[config.mk]
export PLATFORM = sky130hd
export DESIGN_NAME = nsx_unit
export DESIGN_NICKNAME = d
export VERILOG_FILES = /design/src/nsx_pkg.sv /design/src/nsx_decode.sv /design/src/nsx_unit.sv
export SDC_FILE = /design/constraint.sdc
export NUM_CORES = 1
export LEC_CHECK = 0
export ABC_AREA = 0
export BUFFER_PORTS_ARGS = -buffer_cell sky130_fd_sc_hd__buf_2
export CORE_MARGIN = 3
export CORE_UTILIZATION = 35
export DETAILED_ROUTE_END_ITERATION = 8
export SLEW_MARGIN = 20
export SYNTH_ARGS = -nofsm -noshare
export SYNTH_HDL_FRONTEND = slang
export SYNTH_SLANG_ARGS = --single-unit
export TNS_END_PERCENT = 10
[constraint.sdc]
create_clock -name clk_in -period 2.25 [get_ports clk_in]
set_clock_uncertainty 0.05 [all_clocks]
set_input_delay 0.45 -clock clk_in [delete_from_list [all_inputs] [get_ports clk_in]]
set_output_delay 0.45 -clock clk_in [all_outputs]
set_load 0.05 [all_outputs]
[src/nsx_pkg.sv]
// Purpose: shared constants and types for the nibble swap / exchange / xor datapath
// Assumes: 8-bit core, one instruction issued per start pulse
// Notes: opcode values are the core's fixed encodings
package nsx_pkg;
  localparam logic [7:0] OPC_SWAP = 8'hc4;
  localparam logic [7:0] OPC_XCH_DIR = 8'hc5;
  localparam logic [6:0] OPC_XCH_IND = 7'h63;
  localparam logic [4:0] OPC_XCH_BANK = 5'h19;
  localparam logic [6:0] OPC_DIGIT_EXCHANGE_OP_IND = 7'h6b;
  localparam logic [4:0] OPC_XRL_BANK = 5'h0d;
  localparam logic [7:0] OPC_XRL_A_DIR = 8'h65;
  localparam logic [6:0] OPC_XRL_IND = 7'h33;
  localparam logic [7:0] OPC_XRL_A_IMM = 8'h64;
  localparam logic [7:0] OPC_XRL_DIR_A = 8'h62;
  localparam logic [7:0] OPC_XRL_DIR_IMM = 8'h63;
  localparam logic [7:0] ACC_RST = 8'h00;
  localparam logic [7:0] SFR_BASE = 8'h80;

  typedef enum logic [3:0] {
    NSX_NONE, NSX_SWAP, NSX_XCH_BANK, NSX_XCH_DIR, NSX_XCH_IND, NSX_DIGIT_EXCHANGE_OP,
    NSX_XRL_BANK, NSX_XRL_A_DIR, NSX_XRL_IND, NSX_XRL_A_IMM, NSX_XRL_DIR_A, NSX_XRL_DIR_IMM
  } nsx_op_t;

  // one instruction as handed over by the decoder
  typedef struct packed {
    logic [7:0] opcode;
    logic [7:0] operand;
    logic [7:0] operand2;
  } nsx_instr_t;

  // write-back request for the operand location
  typedef struct packed {
    logic we;
    logic [2:0] dest;
    logic [7:0] addr;
    logic [7:0] data;
  } nsx_wr_t;

  localparam logic [2:0] DEST_BANK = 3'h1;
  localparam logic [2:0] DEST_IRAM = 3'h2;
  localparam logic [2:0] DEST_DIR = 3'h3;
endpackage

[src/nsx_decode.sv]
// Purpose: opcode classifier for the datapath
// Assumes: opcode byte is stable while start is high
// Notes: purely combinational
`timescale 1ns/1ns
module nsx_decode (
  input wire logic [7:0] opcode_in,
  output nsx_pkg::nsx_op_t op_out
);
  wire is_swap = (opcode_in == nsx_pkg::OPC_SWAP);
  wire is_xch_dir = (opcode_in == nsx_pkg::OPC_XCH_DIR);
  wire is_xch_bank = (opcode_in[7:3] == nsx_pkg::OPC_XCH_BANK);
  wire is_xch_ind = (opcode_in[7:1] == nsx_pkg::OPC_XCH_IND);
  wire is_digit_exchange_op = (opcode_in[7:1] == nsx_pkg::OPC_DIGIT_EXCHANGE_OP_IND);
  wire is_xrl_bank = (opcode_in[7:3] == nsx_pkg::OPC_XRL_BANK);
  wire is_xrl_a_dir = (opcode_in == nsx_pkg::OPC_XRL_A_DIR);
  wire is_xrl_ind = (opcode_in[7:1] == nsx_pkg::OPC_XRL_IND);
  wire is_xrl_a_imm = (opcode_in == nsx_pkg::OPC_XRL_A_IMM);
  wire is_xrl_dir_a = (opcode_in == nsx_pkg::OPC_XRL_DIR_A);
  wire is_xrl_dir_imm = (opcode_in == nsx_pkg::OPC_XRL_DIR_IMM);
  assign op_out = is_swap ? nsx_pkg::NSX_SWAP :
                  is_xch_dir ? nsx_pkg::NSX_XCH_DIR :
                  is_xch_bank ? nsx_pkg::NSX_XCH_BANK :
                  is_xch_ind ? nsx_pkg::NSX_XCH_IND :
                  is_digit_exchange_op ? nsx_pkg::NSX_DIGIT_EXCHANGE_OP :
                  is_xrl_bank ? nsx_pkg::NSX_XRL_BANK :
                  is_xrl_a_dir ? nsx_pkg::NSX_XRL_A_DIR :
                  is_xrl_ind ? nsx_pkg::NSX_XRL_IND :
                  is_xrl_a_imm ? nsx_pkg::NSX_XRL_A_IMM :
                  is_xrl_dir_a ? nsx_pkg::NSX_XRL_DIR_A :
                  is_xrl_dir_imm ? nsx_pkg::NSX_XRL_DIR_IMM : nsx_pkg::NSX_NONE;
endmodule

[src/nsx_unit.sv]
// Purpose: execution datapath for nibble swap, byte/digit exchange and xor
// Assumes: operand read data (bank, iram, direct) is valid combinationally with start_in
// Notes: holds the accumulator; results appear one clock after start
// Overview of operation
// - swap exchanges accumulator nibbles, no flag change, one byte, one cycle
// - byte exchange loads accumulator from operand and writes old accumulator back
// - byte exchange operand is bank register, direct, or pointer-indirect, one cycle
// - digit exchange swaps low nibbles of accumulator and pointer-addressed ram byte
// - digit exchange keeps both high nibbles and all flags
// - xor writes bitwise exclusive or to destination, flags untouched
// - xor supports six operand combinations
// - xor into a port reads the output latch, not the pins; xor of a port into the accumulator reads dir_rd_in
// - direct xor inverts selected bits of any byte by immediate or accumulator mask
`timescale 1ns/1ns
module nsx_unit (
  input wire logic clk_in,
  input wire logic sys_rst_in,
  input wire logic start_in,
  input wire nsx_pkg::nsx_instr_t instr_in,
  input wire logic [7:0] bank_rd_in,
  input wire logic [7:0] ptr_rd_in,
  input wire logic [7:0] iram_rd_in,
  input wire logic [7:0] dir_rd_in,
  input wire logic [7:0] dir_latch_in,
  output logic [2:0] bank_sel_out,
  output logic ptr_sel_out,
  output logic [7:0] acc_out,
  output nsx_pkg::nsx_wr_t wr_out,
  output logic done_out,
  output logic flags_we_out
);
  nsx_pkg::nsx_op_t op;
  logic [7:0] acc_q, acc_d;
  nsx_pkg::nsx_wr_t wr_q, wr_d;
  logic done_q;

  nsx_decode u_dec (
    .opcode_in(instr_in.opcode),
    .op_out(op)
  );

  // port addresses read the output latch so xor into a port never folds in pin levels; xor into the accumulator still reads dir_rd_in
  wire is_sfr = (instr_in.operand >= nsx_pkg::SFR_BASE);
  wire [7:0] dir_val = is_sfr ? dir_latch_in : dir_rd_in;
  wire [7:0] ind_addr = ptr_rd_in;
  wire [7:0] imm = instr_in.operand;

  // nibble rotate shared by the datapath and its check, so both read the same way
  function automatic logic [7:0] nib_swap(input logic [7:0] v);
    return {v[3:0], v[7:4]};
  endfunction

  always_comb begin
    acc_d = acc_q;
    wr_d = '0;
    if (start_in) begin
      unique case (op)
        nsx_pkg::NSX_SWAP: acc_d = nib_swap(acc_q);
        nsx_pkg::NSX_XCH_BANK: begin
          acc_d = bank_rd_in;
          wr_d = '{1'b1, nsx_pkg::DEST_BANK, {5'h00, instr_in.opcode[2:0]}, acc_q};
        end
        nsx_pkg::NSX_XCH_DIR: begin
          acc_d = dir_rd_in;
          wr_d = '{1'b1, nsx_pkg::DEST_DIR, instr_in.operand, acc_q};
        end
        nsx_pkg::NSX_XCH_IND: begin
          acc_d = iram_rd_in;
          wr_d = '{1'b1, nsx_pkg::DEST_IRAM, ind_addr, acc_q};
        end
        nsx_pkg::NSX_DIGIT_EXCHANGE_OP: begin
          acc_d = {acc_q[7:4], iram_rd_in[3:0]};
          wr_d = '{1'b1, nsx_pkg::DEST_IRAM, ind_addr, {iram_rd_in[7:4], acc_q[3:0]}};
        end
        nsx_pkg::NSX_XRL_BANK: acc_d = acc_q ^ bank_rd_in;
        nsx_pkg::NSX_XRL_A_DIR: acc_d = acc_q ^ dir_rd_in;
        nsx_pkg::NSX_XRL_IND: acc_d = acc_q ^ iram_rd_in;
        nsx_pkg::NSX_XRL_A_IMM: acc_d = acc_q ^ imm;
        nsx_pkg::NSX_XRL_DIR_A: wr_d = '{1'b1, nsx_pkg::DEST_DIR, instr_in.operand, dir_val ^ acc_q};
        nsx_pkg::NSX_XRL_DIR_IMM: wr_d = '{1'b1, nsx_pkg::DEST_DIR, instr_in.operand,
                                           dir_val ^ instr_in.operand2};
        nsx_pkg::NSX_NONE: acc_d = acc_q;
      endcase
    end
  end

  always_ff @(posedge clk_in or posedge sys_rst_in) begin
    if (sys_rst_in) begin
      acc_q <= nsx_pkg::ACC_RST;
      wr_q <= '0;
      done_q <= 1'b0;
    end else begin
      acc_q <= acc_d;
      wr_q <= wr_d;
      done_q <= start_in && (op != nsx_pkg::NSX_NONE);
    end
  end

  assign bank_sel_out = instr_in.opcode[2:0];
  assign ptr_sel_out = instr_in.opcode[0];
  assign acc_out = acc_q;
  assign wr_out = wr_q;
  assign done_out = done_q;
  assign flags_we_out = 1'b0;

  logic [7:0] acc_p;
  always_ff @(posedge clk_in or posedge sys_rst_in) begin
    if (sys_rst_in) begin
      acc_p <= 8'h00;
    end else begin
      acc_p <= acc_q;
    end
  end

  AST_SWAP: assert property (@(posedge clk_in) disable iff (sys_rst_in)
    start_in && op == nsx_pkg::NSX_SWAP |=> acc_q == nib_swap(acc_p))
    else $error("swap result wrong");
  AST_XCH_WB: assert property (@(posedge clk_in) disable iff (sys_rst_in)
    start_in && op == nsx_pkg::NSX_XCH_IND |=> wr_q.we && wr_q.data == acc_p && wr_q.dest == nsx_pkg::DEST_IRAM)
    else $error("exchange write-back wrong");
  AST_XCH_BANK: assert property (@(posedge clk_in) disable iff (sys_rst_in)
    start_in && op == nsx_pkg::NSX_XCH_BANK |=> acc_q == $past(bank_rd_in) && wr_q.dest == nsx_pkg::DEST_BANK)
    else $error("bank exchange wrong");
  AST_DIGIT_EXCHANGE_OP_LO: assert property (@(posedge clk_in) disable iff (sys_rst_in)
    start_in && op == nsx_pkg::NSX_DIGIT_EXCHANGE_OP |=> acc_q[3:0] == $past(iram_rd_in[3:0]) && wr_q.data[3:0] == acc_p[3:0])
    else $error("digit exchange low nibble wrong");
  AST_DIGIT_EXCHANGE_OP_HI: assert property (@(posedge clk_in) disable iff (sys_rst_in)
    start_in && op == nsx_pkg::NSX_DIGIT_EXCHANGE_OP |=> acc_q[7:4] == acc_p[7:4] && wr_q.data[7:4] == $past(iram_rd_in[7:4]))
    else $error("digit exchange high nibble changed");
  AST_NO_FLAGS: assert property (@(posedge clk_in) disable iff (sys_rst_in)
    done_q |-> !flags_we_out)
    else $error("flags written");
  AST_XRL_IMM: assert property (@(posedge clk_in) disable iff (sys_rst_in)
    start_in && op == nsx_pkg::NSX_XRL_A_IMM |=> acc_q == (acc_p ^ $past(instr_in.operand)) && !wr_q.we)
    else $error("xor immediate wrong");
  AST_XRL_LATCH: assert property (@(posedge clk_in) disable iff (sys_rst_in)
    start_in && op == nsx_pkg::NSX_XRL_DIR_A && is_sfr |=> wr_q.data == ($past(dir_latch_in) ^ acc_p))
    else $error("port xor did not use latch");
  AST_XRL_DIR: assert property (@(posedge clk_in) disable iff (sys_rst_in)
    start_in && op == nsx_pkg::NSX_XRL_DIR_IMM |=> wr_q.we && acc_q == acc_p && wr_q.addr == $past(instr_in.operand))
    else $error("direct xor wrong");
  AST_XCH_DIR: assert property (@(posedge clk_in) disable iff (sys_rst_in)
    start_in && instr_in.opcode == nsx_pkg::OPC_XCH_DIR |=> done_q && acc_q == $past(dir_rd_in) && wr_q.data == acc_p)
    else $error("direct exchange wrong");

  // every form checked under its own label so a decode slip points at one encoding
  AST_XCH_IND_ACC: assert property (@(posedge clk_in) disable iff (sys_rst_in)
    start_in && op == nsx_pkg::NSX_XCH_IND |=> acc_q == $past(iram_rd_in) && wr_q.addr == $past(ptr_rd_in))
    else $error("indirect exchange wrong");

  AST_XCH_BANK_WB: assert property (@(posedge clk_in) disable iff (sys_rst_in)
    start_in && op == nsx_pkg::NSX_XCH_BANK |=> wr_q.we && wr_q.data == acc_p
      && wr_q.addr == {5'h00, $past(instr_in.opcode[2:0])})
    else $error("bank exchange write-back wrong");

  AST_XCH_DIR_WB: assert property (@(posedge clk_in) disable iff (sys_rst_in)
    start_in && op == nsx_pkg::NSX_XCH_DIR |=> wr_q.we && wr_q.dest == nsx_pkg::DEST_DIR
      && wr_q.addr == $past(instr_in.operand))
    else $error("direct exchange write-back wrong");

  AST_DIGIT_EXCHANGE_OP_WB: assert property (@(posedge clk_in) disable iff (sys_rst_in)
    start_in && op == nsx_pkg::NSX_DIGIT_EXCHANGE_OP |=> wr_q.we && wr_q.dest == nsx_pkg::DEST_IRAM
      && wr_q.addr == $past(ptr_rd_in))
    else $error("digit exchange write-back wrong");

  AST_XRL_BANK: assert property (@(posedge clk_in) disable iff (sys_rst_in)
    start_in && op == nsx_pkg::NSX_XRL_BANK |=> acc_q == (acc_p ^ $past(bank_rd_in)) && !wr_q.we)
    else $error("xor bank wrong");

  AST_XRL_A_DIR: assert property (@(posedge clk_in) disable iff (sys_rst_in)
    start_in && op == nsx_pkg::NSX_XRL_A_DIR |=> acc_q == (acc_p ^ $past(dir_rd_in)) && !wr_q.we)
    else $error("xor direct source wrong");

  AST_XRL_IND: assert property (@(posedge clk_in) disable iff (sys_rst_in)
    start_in && op == nsx_pkg::NSX_XRL_IND |=> acc_q == (acc_p ^ $past(iram_rd_in)) && !wr_q.we)
    else $error("xor indirect wrong");

  // a ram destination must see the plain read path, not the latch
  AST_XRL_DIR_RAM: assert property (@(posedge clk_in) disable iff (sys_rst_in)
    start_in && op == nsx_pkg::NSX_XRL_DIR_A && !is_sfr |=> wr_q.data == ($past(dir_rd_in) ^ acc_p)
      && acc_q == acc_p)
    else $error("xor to ram wrong");

  AST_XRL_IMM_LATCH: assert property (@(posedge clk_in) disable iff (sys_rst_in)
    start_in && op == nsx_pkg::NSX_XRL_DIR_IMM && is_sfr
      |=> wr_q.data == ($past(dir_latch_in) ^ $past(instr_in.operand2)))
    else $error("port xor immediate did not use latch");

  AST_XRL_DIR_A_ACC: assert property (@(posedge clk_in) disable iff (sys_rst_in)
    start_in && op == nsx_pkg::NSX_XRL_DIR_A |=> wr_q.we && acc_q == acc_p
      && wr_q.addr == $past(instr_in.operand))
    else $error("xor accumulator mask wrong");

  AST_SWAP_NO_WR: assert property (@(posedge clk_in) disable iff (sys_rst_in)
    start_in && op == nsx_pkg::NSX_SWAP |=> !wr_q.we && done_q)
    else $error("swap wrote an operand");

  // pulses must drop when no instruction is issued
  AST_DONE_IDLE: assert property (@(posedge clk_in) disable iff (sys_rst_in)
    !start_in |=> !done_q)
    else $error("done without start");

  AST_WR_IDLE: assert property (@(posedge clk_in) disable iff (sys_rst_in)
    !start_in |=> !wr_q.we)
    else $error("write without start");

  AST_ACC_HOLD: assert property (@(posedge clk_in) disable iff (sys_rst_in)
    !start_in |=> acc_q == acc_p)
    else $error("accumulator moved while idle");

  // unknown opcodes are dropped rather than trapped; the decoder upstream owns that
  AST_NONE_KEEP: assert property (@(posedge clk_in) disable iff (sys_rst_in)
    start_in && op == nsx_pkg::NSX_NONE |=> acc_q == acc_p && !done_q && !wr_q.we)
    else $error("unknown opcode changed state");

  COV_SWAP: cover property (@(posedge clk_in) start_in && op == nsx_pkg::NSX_SWAP);
  COV_DIGIT_EXCHANGE_OP: cover property (@(posedge clk_in) start_in && op == nsx_pkg::NSX_DIGIT_EXCHANGE_OP);
  COV_XRL_PORT: cover property (@(posedge clk_in) start_in && op == nsx_pkg::NSX_XRL_DIR_IMM && is_sfr);
  COV_XCH_BANK: cover property (@(posedge clk_in) start_in && op == nsx_pkg::NSX_XCH_BANK);
  COV_XRL_DIR_A: cover property (@(posedge clk_in) start_in && op == nsx_pkg::NSX_XRL_DIR_A && !is_sfr);
endmodule

Yosys cells after proc, flatten, opt, wreduce, memory -nomap -nowiden
Cells that the tools add are included.

Register bits after elaboration: 29. Bits of input ports: 67. Output and inout bits: 34. Logic and storage cells: 58.

Order comparisons: 1. Eq/ne operators: 22. Muxes and demuxes: 15. Bitwise operators: 7. Reductions and logical operators: 6.

Operators with widths (number): one-hot mux 20 bit (6 select lines) (1); one-hot mux 8 bit (9 select lines) (1); XOR 8 bit (6); 2-to-1 mux 4 bit (11); == test 8 x 7 -> 1 bit (second input constant) (4); 2-to-1 mux 20 bit (1); == test 4 x 3 -> 1 bit (second input constant) (4); == test 4 bit (second input constant) (4); == test 8 bit (second input constant) (2); == test 7 bit (second input constant) (2); nonzero test 9 bit (1); == test 4 x 2 -> 1 bit (second input constant) (2); greater-or-equal comparator 8 bit (second input constant) (1); 2-to-1 mux 8 bit (1); nonzero test 8 bit (1); == test 7 x 6 -> 1 bit (second input constant) (1); == test 5 x 4 -> 1 bit (second input constant) (1); == test 5 bit (second input constant) (1); == test 4 x 1 -> 1 bit (second input constant) (1); nonzero test 4 bit (1); AND reduction 3 bit (1); AND reduction 2 bit (1); logical AND 1 bit (1); inverter 1 bit (1).

Longest topological paths before layout
Gate-level depths: netlist of the first run.

Depth after elaboration: 15. Mapped depth: 8. Mapped depth without buffers: 5.

Cells and area by module
A second synthesis of the first run with hierarchy kept.

Cell total of the unflattened synthesis: 307. Area, all modules: 2567.5 um^2.

Modules (own cells, without submodules): nsx_unit (times used 1, cells an instance 288, area each 2443.6 um^2, seq. area each 700.7 um^2); nsx_decode (times used 1, cells an instance 19, area each 123.9 um^2, seq. area each 0.0 um^2).

Worst setup path after synthesis of the first run
Ideal clock, no wire load.

Kind: in2reg. From: input port instr_in[16] (netlist bit). To: register acc_q[4], in the netlist acc_out[4]. Setup time: 0.125 ns. Arrival: 1.670 ns. Data required time: 2.075 ns. Slack: 0.404 ns. Cell stages on the path: 7. Path buffers: 2. Path through: buf_2 -> nand3b_1 -> a2111oi_2 -> o22a_1 -> buf_6 -> o221ai_1 -> o2bb2ai_1.

Word-level cells in the longest chain between the ends: 15. Elaborated cells between the ends (all ways): 30. Classes of those cells: eq/ne: 15; mux: 12; bitwise: 1; reduce/logical: 2.

RTL lines: from (decl) (RTL line nsx_unit.sv:19) `input wire nsx_pkg::nsx_instr_t instr_in,`; == test 8 x 7 -> 1 bit (RTL line nsx_decode.sv:19) `wire is_xrl_dir_imm = (opcode_in == nsx_pkg::OPC_XRL_DIR_IMM);`; 2-to-1 mux 4 bit (RTL line nsx_decode.sv:30) `is_xrl_dir_imm ? nsx_pkg::NSX_XRL_DIR_IMM : nsx_pkg::NSX_NONE;`; 2-to-1 mux 4 bit (RTL line nsx_decode.sv:29) `is_xrl_dir_a ? nsx_pkg::NSX_XRL_DIR_A :`; 2-to-1 mux 4 bit (RTL line nsx_decode.sv:28) `is_xrl_a_imm ? nsx_pkg::NSX_XRL_A_IMM :`; 2-to-1 mux 4 bit (RTL line nsx_decode.sv:27) `is_xrl_ind ? nsx_pkg::NSX_XRL_IND :`; 2-to-1 mux 4 bit (RTL line nsx_decode.sv:26) `is_xrl_a_dir ? nsx_pkg::NSX_XRL_A_DIR :`; 2-to-1 mux 4 bit (RTL line nsx_decode.sv:25) `is_xrl_bank ? nsx_pkg::NSX_XRL_BANK :`; 2-to-1 mux 4 bit (RTL line nsx_decode.sv:24) `is_digit_exchange_op ? nsx_pkg::NSX_DIGIT_EXCHANGE_OP :`; 2-to-1 mux 4 bit (RTL line nsx_decode.sv:23) `is_xch_ind ? nsx_pkg::NSX_XCH_IND :`; 2-to-1 mux 4 bit (RTL line nsx_decode.sv:22) `is_xch_bank ? nsx_pkg::NSX_XCH_BANK :`; 2-to-1 mux 4 bit (RTL line nsx_decode.sv:21) `is_xch_dir ? nsx_pkg::NSX_XCH_DIR :`; 2-to-1 mux 4 bit * (RTL line nsx_decode.sv:20) `assign op_out = is_swap ? nsx_pkg::NSX_SWAP :`; == test 4 x 3 -> 1 bit, or another cell as far along (RTL line nsx_unit.sv:57) `unique case (op)`; nonzero test 8 bit (no source line) or inverter 1 bit (tied branches); AND reduction 3 bit (no source line); to (signal assigned) (RTL line nsx_unit.sv:89) `acc_q <= nsx_pkg::ACC_RST;`; to (decl) (RTL line nsx_unit.sv:33) `logic [7:0] acc_q, acc_d;`.

Mark *: on every way between the ends. The rest lies on a longest branch, timed or not. A chain may end at the register's enable or synchronous reset.

Worst setup path in the final report of the first run
From: input port instr_in[19] (netlist bit). To: register acc_q[1], in the netlist acc_out[1].

Word-level cells in the longest chain between the ends: 15. Elaborated cells between the ends (all ways): 34. Classes of those cells: eq/ne: 20; mux: 12; reduce/logical: 2.

RTL lines (RTL line): == test 8 x 7 -> 1 bit (nsx_decode.sv:19); 2-to-1 mux 4 bit (nsx_decode.sv:30); 2-to-1 mux 4 bit (nsx_decode.sv:29); 2-to-1 mux 4 bit (nsx_decode.sv:28); 2-to-1 mux 4 bit (nsx_decode.sv:27); 2-to-1 mux 4 bit (nsx_decode.sv:26); 2-to-1 mux 4 bit (nsx_decode.sv:25); 2-to-1 mux 4 bit (nsx_decode.sv:24); 2-to-1 mux 4 bit (nsx_decode.sv:23); 2-to-1 mux 4 bit (nsx_decode.sv:22); 2-to-1 mux 4 bit (nsx_decode.sv:21); 2-to-1 mux 4 bit * (nsx_decode.sv:20); == test 4 x 3 -> 1 bit, or another cell as far along (nsx_unit.sv:57); nonzero test 9 bit (no source line); AND reduction 2 bit (no source line).

Marked as above.

==> metrics, run 1 <==
CP top delay family=compound AO/OA/AOI/OAI gates; outcome=complete, no violations; synth top area cells=dfrtp_1, mux2i_1, mux2_2, buf_4, nor2_1; antenna viol nets, final=0; Die X=89.5 um; postcts setup bufs=0; Worst EP arrival=2.01 ns; Non-Filler Instances=456; clock sinks=28; RR Startpoint=acc_out[7]; layout overhead on the synthesized area=26.8%; initial antenna violation count=0; clk slew on worst S/H paths=0.10 ns; Final Hold Viols=0; top cell type's share of synthesized area=28.7%; Clock Power Share=24.4%; row count=29; r2r endpoint=wr_out[7]; WL final=8.11 mm; synth warn=0; initial core utilization=37.1%; I/O Pins=101; post-synth cell types=53; Max-Cap Viols=0; Setup crit end kind=flip-flop; Reg2Reg Setup Slack=0.89 ns; Net Switching=652 uW; vias per cell=5.56; Slowest cell on crit path=o31ai_4; Yosys top cell by area=dfrtp_1; cells after synthesis=269; ys async rst share=100%; sequential fraction of the synthesis area=28.7%; first-pass GRT wire length=12.4 mm; unrepaired setup endpoints after global routing=false; vias post-DR=2,534; Switching Share=39.3%; grt ovf=0; combinational power share=36.9%; Die Y=89.5 um; Core Box Area=6570 um2; Max H-tree Level=1; die area=8010 um2; crit path cell chain=buf_2 -> buf_4 -> nor2_1 -> a21oi_1 -> o22a_1 -> buf_4 -> o31ai_4 -> o2bb2ai_1; crit path capture=acc_out[1]; CTS tree=done; Clock Latency Late Sink=0.28 ns; # DRC=0; placed cells=452; routability cong.=0.898; Reg power frac=38.7%; worst r2r path cells=4; Pleak=1.46 nW; total internal power=1.01 mW; Post-Syn Area=2440 um2; Period minus WS final=1.89 ns; Setup crit start=instr_in[19]; Final Cycle Share=83.9%; TritonRoute pass-1 iters=5; critical path class=input port to flip-flop; setup TNS=0 ns; CTS Hold Bufs=0; synthesized area per cell=9.07 um2; fmax=530 MHz; #FFs+latches synth=28; layout cells sized above 1=40.5%; Max Slew Vio Count=0; most frequent cell on the critical path=buf_4; port bufs=98; Total Routing Usage GR=20.3%; Final nets=431; Num CTS Buffers=3; WL per Instance=17.8 um; ANT cells=0; critical path's largest stage delay=0.29 ns; Synth top cells by count=dfrtp_1, nor2_1, mux2i_1; VDD IR max=0.168 mV; largest net degree at the start of global routing=29; CP Depth=8; CP startpoint kind=input port; CP bufs+invs=3; PostCTS Resize Cnt=0; Crit Path Max Fanout=20; Critical Path RT=2.37 ns; Finish-stage setup viols=0; CTS Root Cell=clkbuf_8; Worst Hold Class=input port to asynchronous set/reset pin; EDFF count, synth=0; clock tree buffer depth=2; vias in the first global route=2,365; PwrDens=536 nW/um2; DR iter-0 viols=190; Synth Flop Type=dfrtp_1; DP HPWL=6.54 mm
-- registers in the layout (all words and copies together) (netlist names) --
| signal | flops |
|---|---|
| acc_out | 8 |
| wr_out | 19 |
| done_out | 1 |
-- power by group through the flow --
| stage | sequential (mW) | combinational [mW] | clock [mW] |
|---|---|---|---|
| after floorplan | 0.760 | 0.287 | 0 |
| after global placement | 0.652 | 0.608 | 0 |
| after detailed placement | 0.652 | 0.611 | 0 |
| after CTS | 0.641 | 0.613 | 0.409 |
| after global routing | 0.649 | 0.661 | 0.430 |
| final | 0.643 | 0.612 | 0.405 |
-- metrics by stage --
stage	hold slack, ns	setup WS [ns]	util (%)	power (mW)	cell area [um2]
after floorplan	0.465	0.404	-	1.05	2440
after global placement	0.485	0.117	46.0	1.26	3020
after detailed placement	0.481	0.0870	46.0	1.26	3020
after CTS	0.176	0.385	47.1	1.66	3090
after global routing	0.203	0.225	47.1	1.74	3090
final	0.168	0.362	47.1	1.66	3090
-- cell families (layout without fill, tap and decap cells) --
| group | count (synthesis) | after routing | synth area share (%) |
|---|---|---|---|
| xor+xnor | 9 | 9 | 3.23 |
| mux | 26 | 26 | 11.2 |
| flops | 28 | 28 | 28.7 |
| compound gates | 90 | 90 | 30.6 |
| other cells | 1 | 2 | 0.154 |
| buf+inv | 34 | 127 | 8.26 |
| simple gates | 81 | 81 | 17.9 |
-- worst reg2reg max path, cell delays in order (launching register included) --
cell and delay, ns:
dfrtp_1 0.52, mux2i_1 0.14, xor2_1 0.16, a222oi_1 0.32, nor2_1 0.07
-- worst min-delay path by stage --
stage	to	slack, ns	from
global route	wr_out[9]	0.20	sys_rst_in
CTS	wr_out[9]	0.18	sys_rst_in
floorplan	acc_out[0]	0.47	sys_rst_in
finish	wr_out[9]	0.17	sys_rst_in
global placement	wr_out[19]	0.48	sys_rst_in
detailed placement	wr_out[9]	0.48	sys_rst_in
-- placed cells by master, fill, tap and decap left out, types with 2 or more instances in the layout --
| cell type | Yosys | layout |
|---|---|---|
| a211oi_1 | 8 | 8 |
| a21oi_1 | 3 | 3 |
| a21oi_2 | 2 | 2 |
| a221oi_2 | 4 | 4 |
| a222oi_1 | 7 | 7 |
| a22o_1 | 2 | 2 |
| a22oi_1 | 11 | 11 |
| a31oi_1 | 4 | 4 |
| and2b_1 | 2 | 2 |
| and3_1 | 3 | 3 |
| and3b_1 | 3 | 3 |
| and4bb_1 | 2 | 2 |
| buf_2 | 4 | 98 |
| buf_4 | 14 | 17 |
| clkbuf_8 | 0 | 3 |
| conb_1 | 1 | 2 |
| dfrtp_1 | 28 | 28 |
| inv_1 | 6 | 6 |
| mux2_2 | 10 | 10 |
| mux2i_1 | 16 | 16 |
| nand2_1 | 12 | 12 |
| nand2b_1 | 6 | 6 |
| nand3_1 | 9 | 9 |
| nor2_1 | 28 | 28 |
| nor2b_1 | 4 | 4 |
| nor3_1 | 2 | 2 |
| o2111ai_1 | 4 | 4 |
| o211ai_1 | 4 | 4 |
| o21ai_0 | 14 | 14 |
| o221ai_1 | 4 | 4 |
| o2bb2ai_1 | 12 | 12 |
| o31ai_1 | 4 | 4 |
| o31ai_4 | 2 | 2 |
| xor2_1 | 9 | 9 |
-- final cells by class --
class,instances,area (um2)
fill,656,3470
multi-input combinational,208,1540
sequential,28,701
timing repair buffer,116,638
tap,93,116
clock buffer,3,41.3
clock inverter,1,30.0
inverter,7,26.3
-- metal layers --
layer	global-route usage (%)	vias to the layer above	wire length, um
met4	7.44	0	209
li1	-	1207	-
met5	0	-	0
met2	31.6	126	3590
met1	28.7	1189	3730
met3	2.49	12	586
No activity file was read; power rests on OpenSTA's default activity.
==> run 2: changes to the inputs <==
==> constraint.sdc (replaced) <==
create_clock -name clk_in -period 1.91 [get_ports clk_in]
set_clock_uncertainty 0.05 [all_clocks]
set_input_delay 0.382 -clock clk_in [delete_from_list [all_inputs] [get_ports clk_in]]
set_output_delay 0.382 -clock clk_in [all_outputs]
set_load 0.05 [all_outputs]
==> metrics, run 2 (synthesis results as in run 1) <==
outcome=complete, no violations; first-pass GRT wire length=13.0 mm; Max-Cap Viols=0; die area=8010 um2; critical path class=input port to flip-flop; Max Slew Vio Count=0; row count=29; ANT cells=0; Pleak=1.57 nW; Total Routing Usage GR=21.2%; CP startpoint kind=input port; largest net degree at the start of global routing=29; clk slew on worst S/H paths=0.10 ns; Clock Power Share=23.5%; fmax=548 MHz; busiest layer in global routing=met2; Clock Latency Late Sink=0.27 ns; Max H-tree Level=1; layout overhead on the synthesized area=33.8%; Period minus WS final=1.82 ns; vias per cell=5.48; PostCTS Resize Cnt=0; Worst EP arrival=1.92 ns; routability cong.=0.906; combinational power share=38.2%; DP HPWL=6.66 mm; area of placed instances=3190 um2; Crit Path Max Fanout=8; DR iter-0 viols=161; Reg power frac=38.4%; Finish-stage setup viols=0; antenna viol nets, final=0; Die X=89.5 um; Final Hold Viols=0; worst slack, placed=-0.174 ns; max reg flops=19; Core Box Area=6570 um2; TritonRoute pass-1 iters=6; I/O Pins=101; CTS tree=done; Final Cycle Share=95.5%; worst-margin pin slew=0.550 ns; Worst Hold Class=input port to asynchronous set/reset pin; post-route setup slack=0.0868 ns; initial core utilization=37.1%; fill count=644; WL final=8.18 mm; unrepaired setup endpoints after global routing=false; clock tree buffer depth=2; Setup crit end kind=flip-flop; postcts setup bufs=0; grt met3 use=2.67%; vias post-DR=2,613; relative slew slack=63.0%; CTS Hold Bufs=0; design area=3260 um2; initial antenna violation count=0; Switching Share=38.6%; WL per Instance=17.1 um; VDD IR max=0.250 mV; Die Y=89.5 um; # DRC=0; CTS Root Cell=clkbuf_8; grt ovf=0; Net Switching=761 uW; Final nets=452; vias in the first global route=2,625; met2 usage=33.1%; most common cell after layout, fill and taps aside=buf_2; layout cells sized above 1=43.8%; clock sinks=28; met1 Usage GRT=29.3%; Num CTS Buffers=3; PwrDens=604 nW/um2; commonest cells after routing, fill and taps aside=buf_2, buf_4, nor2_1, dfrtp_1, mux2i_1; port bufs=98; total internal power=1.21 mW; Critical Path RT=2.01 ns
==> run 2: changes by cell type in the layout (fill, tap and decap cells not counted) <==
cell | previous run | this run
buf_4 | 17 | 37
buf_12 | 1 | 2
==> run 2: final cells by class <==
class                           instances  area (um2)  area share, %
Tap cell                               93         116           3.56
Sequential cell                        28         701           21.5
Timing Repair Buffer                  137         808           24.8
Inverter                                7        26.3          0.805
Clock inverter                          1        30.0          0.920
Multi-Input combinational cell        208        1540           47.2
Clock buffer                            3        41.3           1.26
==> run 2: power by group through the flow <==
stage | Sequential [mW] | Clock [mW] | Combinational [mW]
after global placement | 0.766 | 0 | 0.746
after floorplan | 0.896 | 0 | 0.338
final | 0.757 | 0.463 | 0.753
after detailed placement | 0.766 | 0 | 0.752
after CTS | 0.753 | 0.476 | 0.753
after global routing | 0.761 | 0.501 | 0.815
==> run 2: layer usage <==
metal	routed length, um	up-vias
met2	3640	148
met4	208	0
met3	708	15
met1	3620	1199
met5	0	-
li1	-	1251
==> run 2: final timing paths <==
path	from	end	slack [ns]	cells after the start
max	instr_in[20]	acc_out[1]	0.09	7
min	sys_rst_in	wr_out[10]	0.10	3
max reg2reg	acc_out[6]	wr_out[6]	0.54	4
min reg2reg	acc_out[5]	acc_out[5]	0.62	1
max in group asynchronous	sys_rst_in	acc_out[5]	1.44	3
min in group clk_in	ptr_rd_in[3]	wr_out[11]	0.32	3
==> run 2: critical path, cell delays in order <==
cell and delay (ns):
buf_2 0.12, and4bb_1 0.44, nor2_1 0.09, o22a_1 0.29
buf_4 0.20, o31ai_4 0.29, o2bb2ai_1 0.11
==> run 2: per-stage QoR <==
stage	std cells	TNS, ns	utilization, %	hold slack, ns	total power [mW]
finish	477	0	49.7	0.101	1.97
global route	477	0	49.7	0.125	2.08
CTS	477	0	49.7	0.103	1.98
detailed placement	473	-1.98	48.6	0.409	1.52
global placement	473	-1.48	48.6	0.412	1.51
floorplan	270	0	-	0.397	1.23
==> run 3: changes to the inputs <==
--- a/config.mk
+++ b/config.mk
@@ -7,6 +7,7 @@
 export LEC_CHECK = 0
 export ABC_AREA = 0
 export BUFFER_PORTS_ARGS = -buffer_cell sky130_fd_sc_hd__buf_2
+export CORE_ASPECT_RATIO = 1.1
 export CORE_MARGIN = 3
 export CORE_UTILIZATION = 35
 export DETAILED_ROUTE_END_ITERATION = 8
==> metrics, run 3 (synthesis results as in run 1) <==
ANT cells=0; Max Slew Vio Count=0; Reg power frac=39.7%; max reg flops=19; outcome=complete, no violations; busiest layer in global routing=met2; design area=3250 um2; Worst Hold Class=input port to asynchronous set/reset pin; Final Hold Viols=0; Max H-tree Level=1; layout overhead on the synthesized area=33.3%; worst-margin pin slew=0.581 ns; first-pass GRT wire length=12.7 mm; critical path class=input port to flip-flop; clk slew on worst S/H paths=0.10 ns; final hold slack=0.102 ns; grt met3 use=1.15%; most common cell after layout, fill and taps aside=buf_2; VDD IR max=0.352 mV; DR iter-0 viols=279; initial antenna violation count=0; Die X=85.6 um; worst r2r path cells=4; Crit Path Max Fanout=10; Die Y=93.6 um; Pleak=1.55 nW; initial core utilization=36.6%; Net Switching=752 uW; # DRC=0; Max-Cap Viols=0; row count=31; Switching Share=40.2%; Non-Filler Instances=460; commonest cells after routing, fill and taps aside=buf_2, nor2_1, dfrtp_1; Clock Power Share=20.2%; Finish-stage setup viols=0; Period minus WS final=1.67 ns; relative slew slack=60.9%; clock sinks=28; antenna viol nets, final=0; RR Startpoint=acc_out[7]; WL final=8.07 mm; unrepaired setup endpoints after global routing=false; largest net degree at the start of global routing=29; Reg2Reg Setup Slack=0.55 ns; layout cells sized above 1=42.9%; area of placed instances=3200 um2; I/O Pins=101; Final Power=1.87 mW; PostCTS Resize Cnt=0; CP startpoint kind=input port; fmax=600 MHz; Total Routing Usage GR=20.2%; grt ovf=0; Core Box Area=6670 um2; total internal power=1.12 mW; clock tree buffer depth=2; WL per Instance=17.6 um; met2 usage=36.4%; vias in the first global route=2,505; DP HPWL=6.43 mm; Worst EP arrival=1.78 ns; routability cong.=0.925; Final Cycle Share=87.2%; met1 Usage GRT=26.2%; vias per cell=5.73; TritonRoute pass-1 iters=7; CTS Hold Bufs=0; CTS tree=done; placed cells=456; Final nets=446; Num CTS Buffers=3; vias post-DR=2,637; combinational power share=40.1%; r2r endpoint=wr_out[7]; Critical Path RT=2.03 ns; Clock Latency Late Sink=0.28 ns; port bufs=98; PwrDens=574 nW/um2; postcts setup bufs=0; die area=8010 um2; CTS Root Cell=clkbuf_8; Setup crit end kind=flip-flop
## run 3: cell types whose count changed in the layout (fill, tap and decap cells not counted)
| cell | change |
|---|---|
| clkbuf_8 | +1 |
| bufinv_16 | -1 |
| buf_4 | -11 |
| buf_12 | +5 |
## run 3: routing by layer
metal / part of all wire, % / routed length [um] / vias up
met5: 0 / 0 / -
met4: 1.7 / 138 / 0
met3: 6.1 / 489 / 13
met2: 51 / 4150 / 110
met1: 41 / 3290 / 1274
li1: - / - / 1240
## run 3: how the worst max path moves through the flow
stage / start / end / slack, ns
after detailed placement: instr_in[23] / acc_out[6] / -0.04
after global placement: instr_in[19] / acc_out[4] / -0.01
after floorplan: instr_in[16] / acc_out[4] / 0.13
final: instr_in[23] / acc_out[6] / 0.24
after CTS: instr_in[23] / acc_out[6] / 0.25
after global routing: instr_in[23] / acc_out[1] / 0.09
## run 3: layout make-up
class	instances	area, um2
fill	673	3420
sequential	28	701
clock buffer	4	55.1
tap	82	103
timing repair buffer	131	826
multi-input combinational	208	1540
inverter	7	26.3
## run 3: worst max-delay path, stage by stage
cell	delay (ns)
buf_2	0.11
nand3b_1	0.17
a2111oi_2	0.45
o22a_1	0.26
buf_12	0.14
o221ai_1	0.13
o2bb2ai_1	0.14
## run 3: power groups by stage
| stage | clock network (mW) | registers (mW) | logic (mW) |
|---|---|---|---|
| finish | 0.378 | 0.741 | 0.749 |
| global route | 0.400 | 0.751 | 0.802 |
| CTS | 0.386 | 0.739 | 0.752 |
| detailed placement | 0 | 0.751 | 0.748 |
| global placement | 0 | 0.750 | 0.742 |
| floorplan | 0 | 0.896 | 0.338 |
## run 3: per-stage QoR
stage | setup TNS [ns] | util, % | setup slack [ns]
after floorplan | 0 | - | 0.132
after global placement | -0.0219 | 47.9 | -0.0110
final | 0 | 48.7 | 0.244
after global routing | 0 | 48.7 | 0.0853
after detailed placement | -0.137 | 47.9 | -0.0422
after CTS | 0 | 48.7 | 0.254
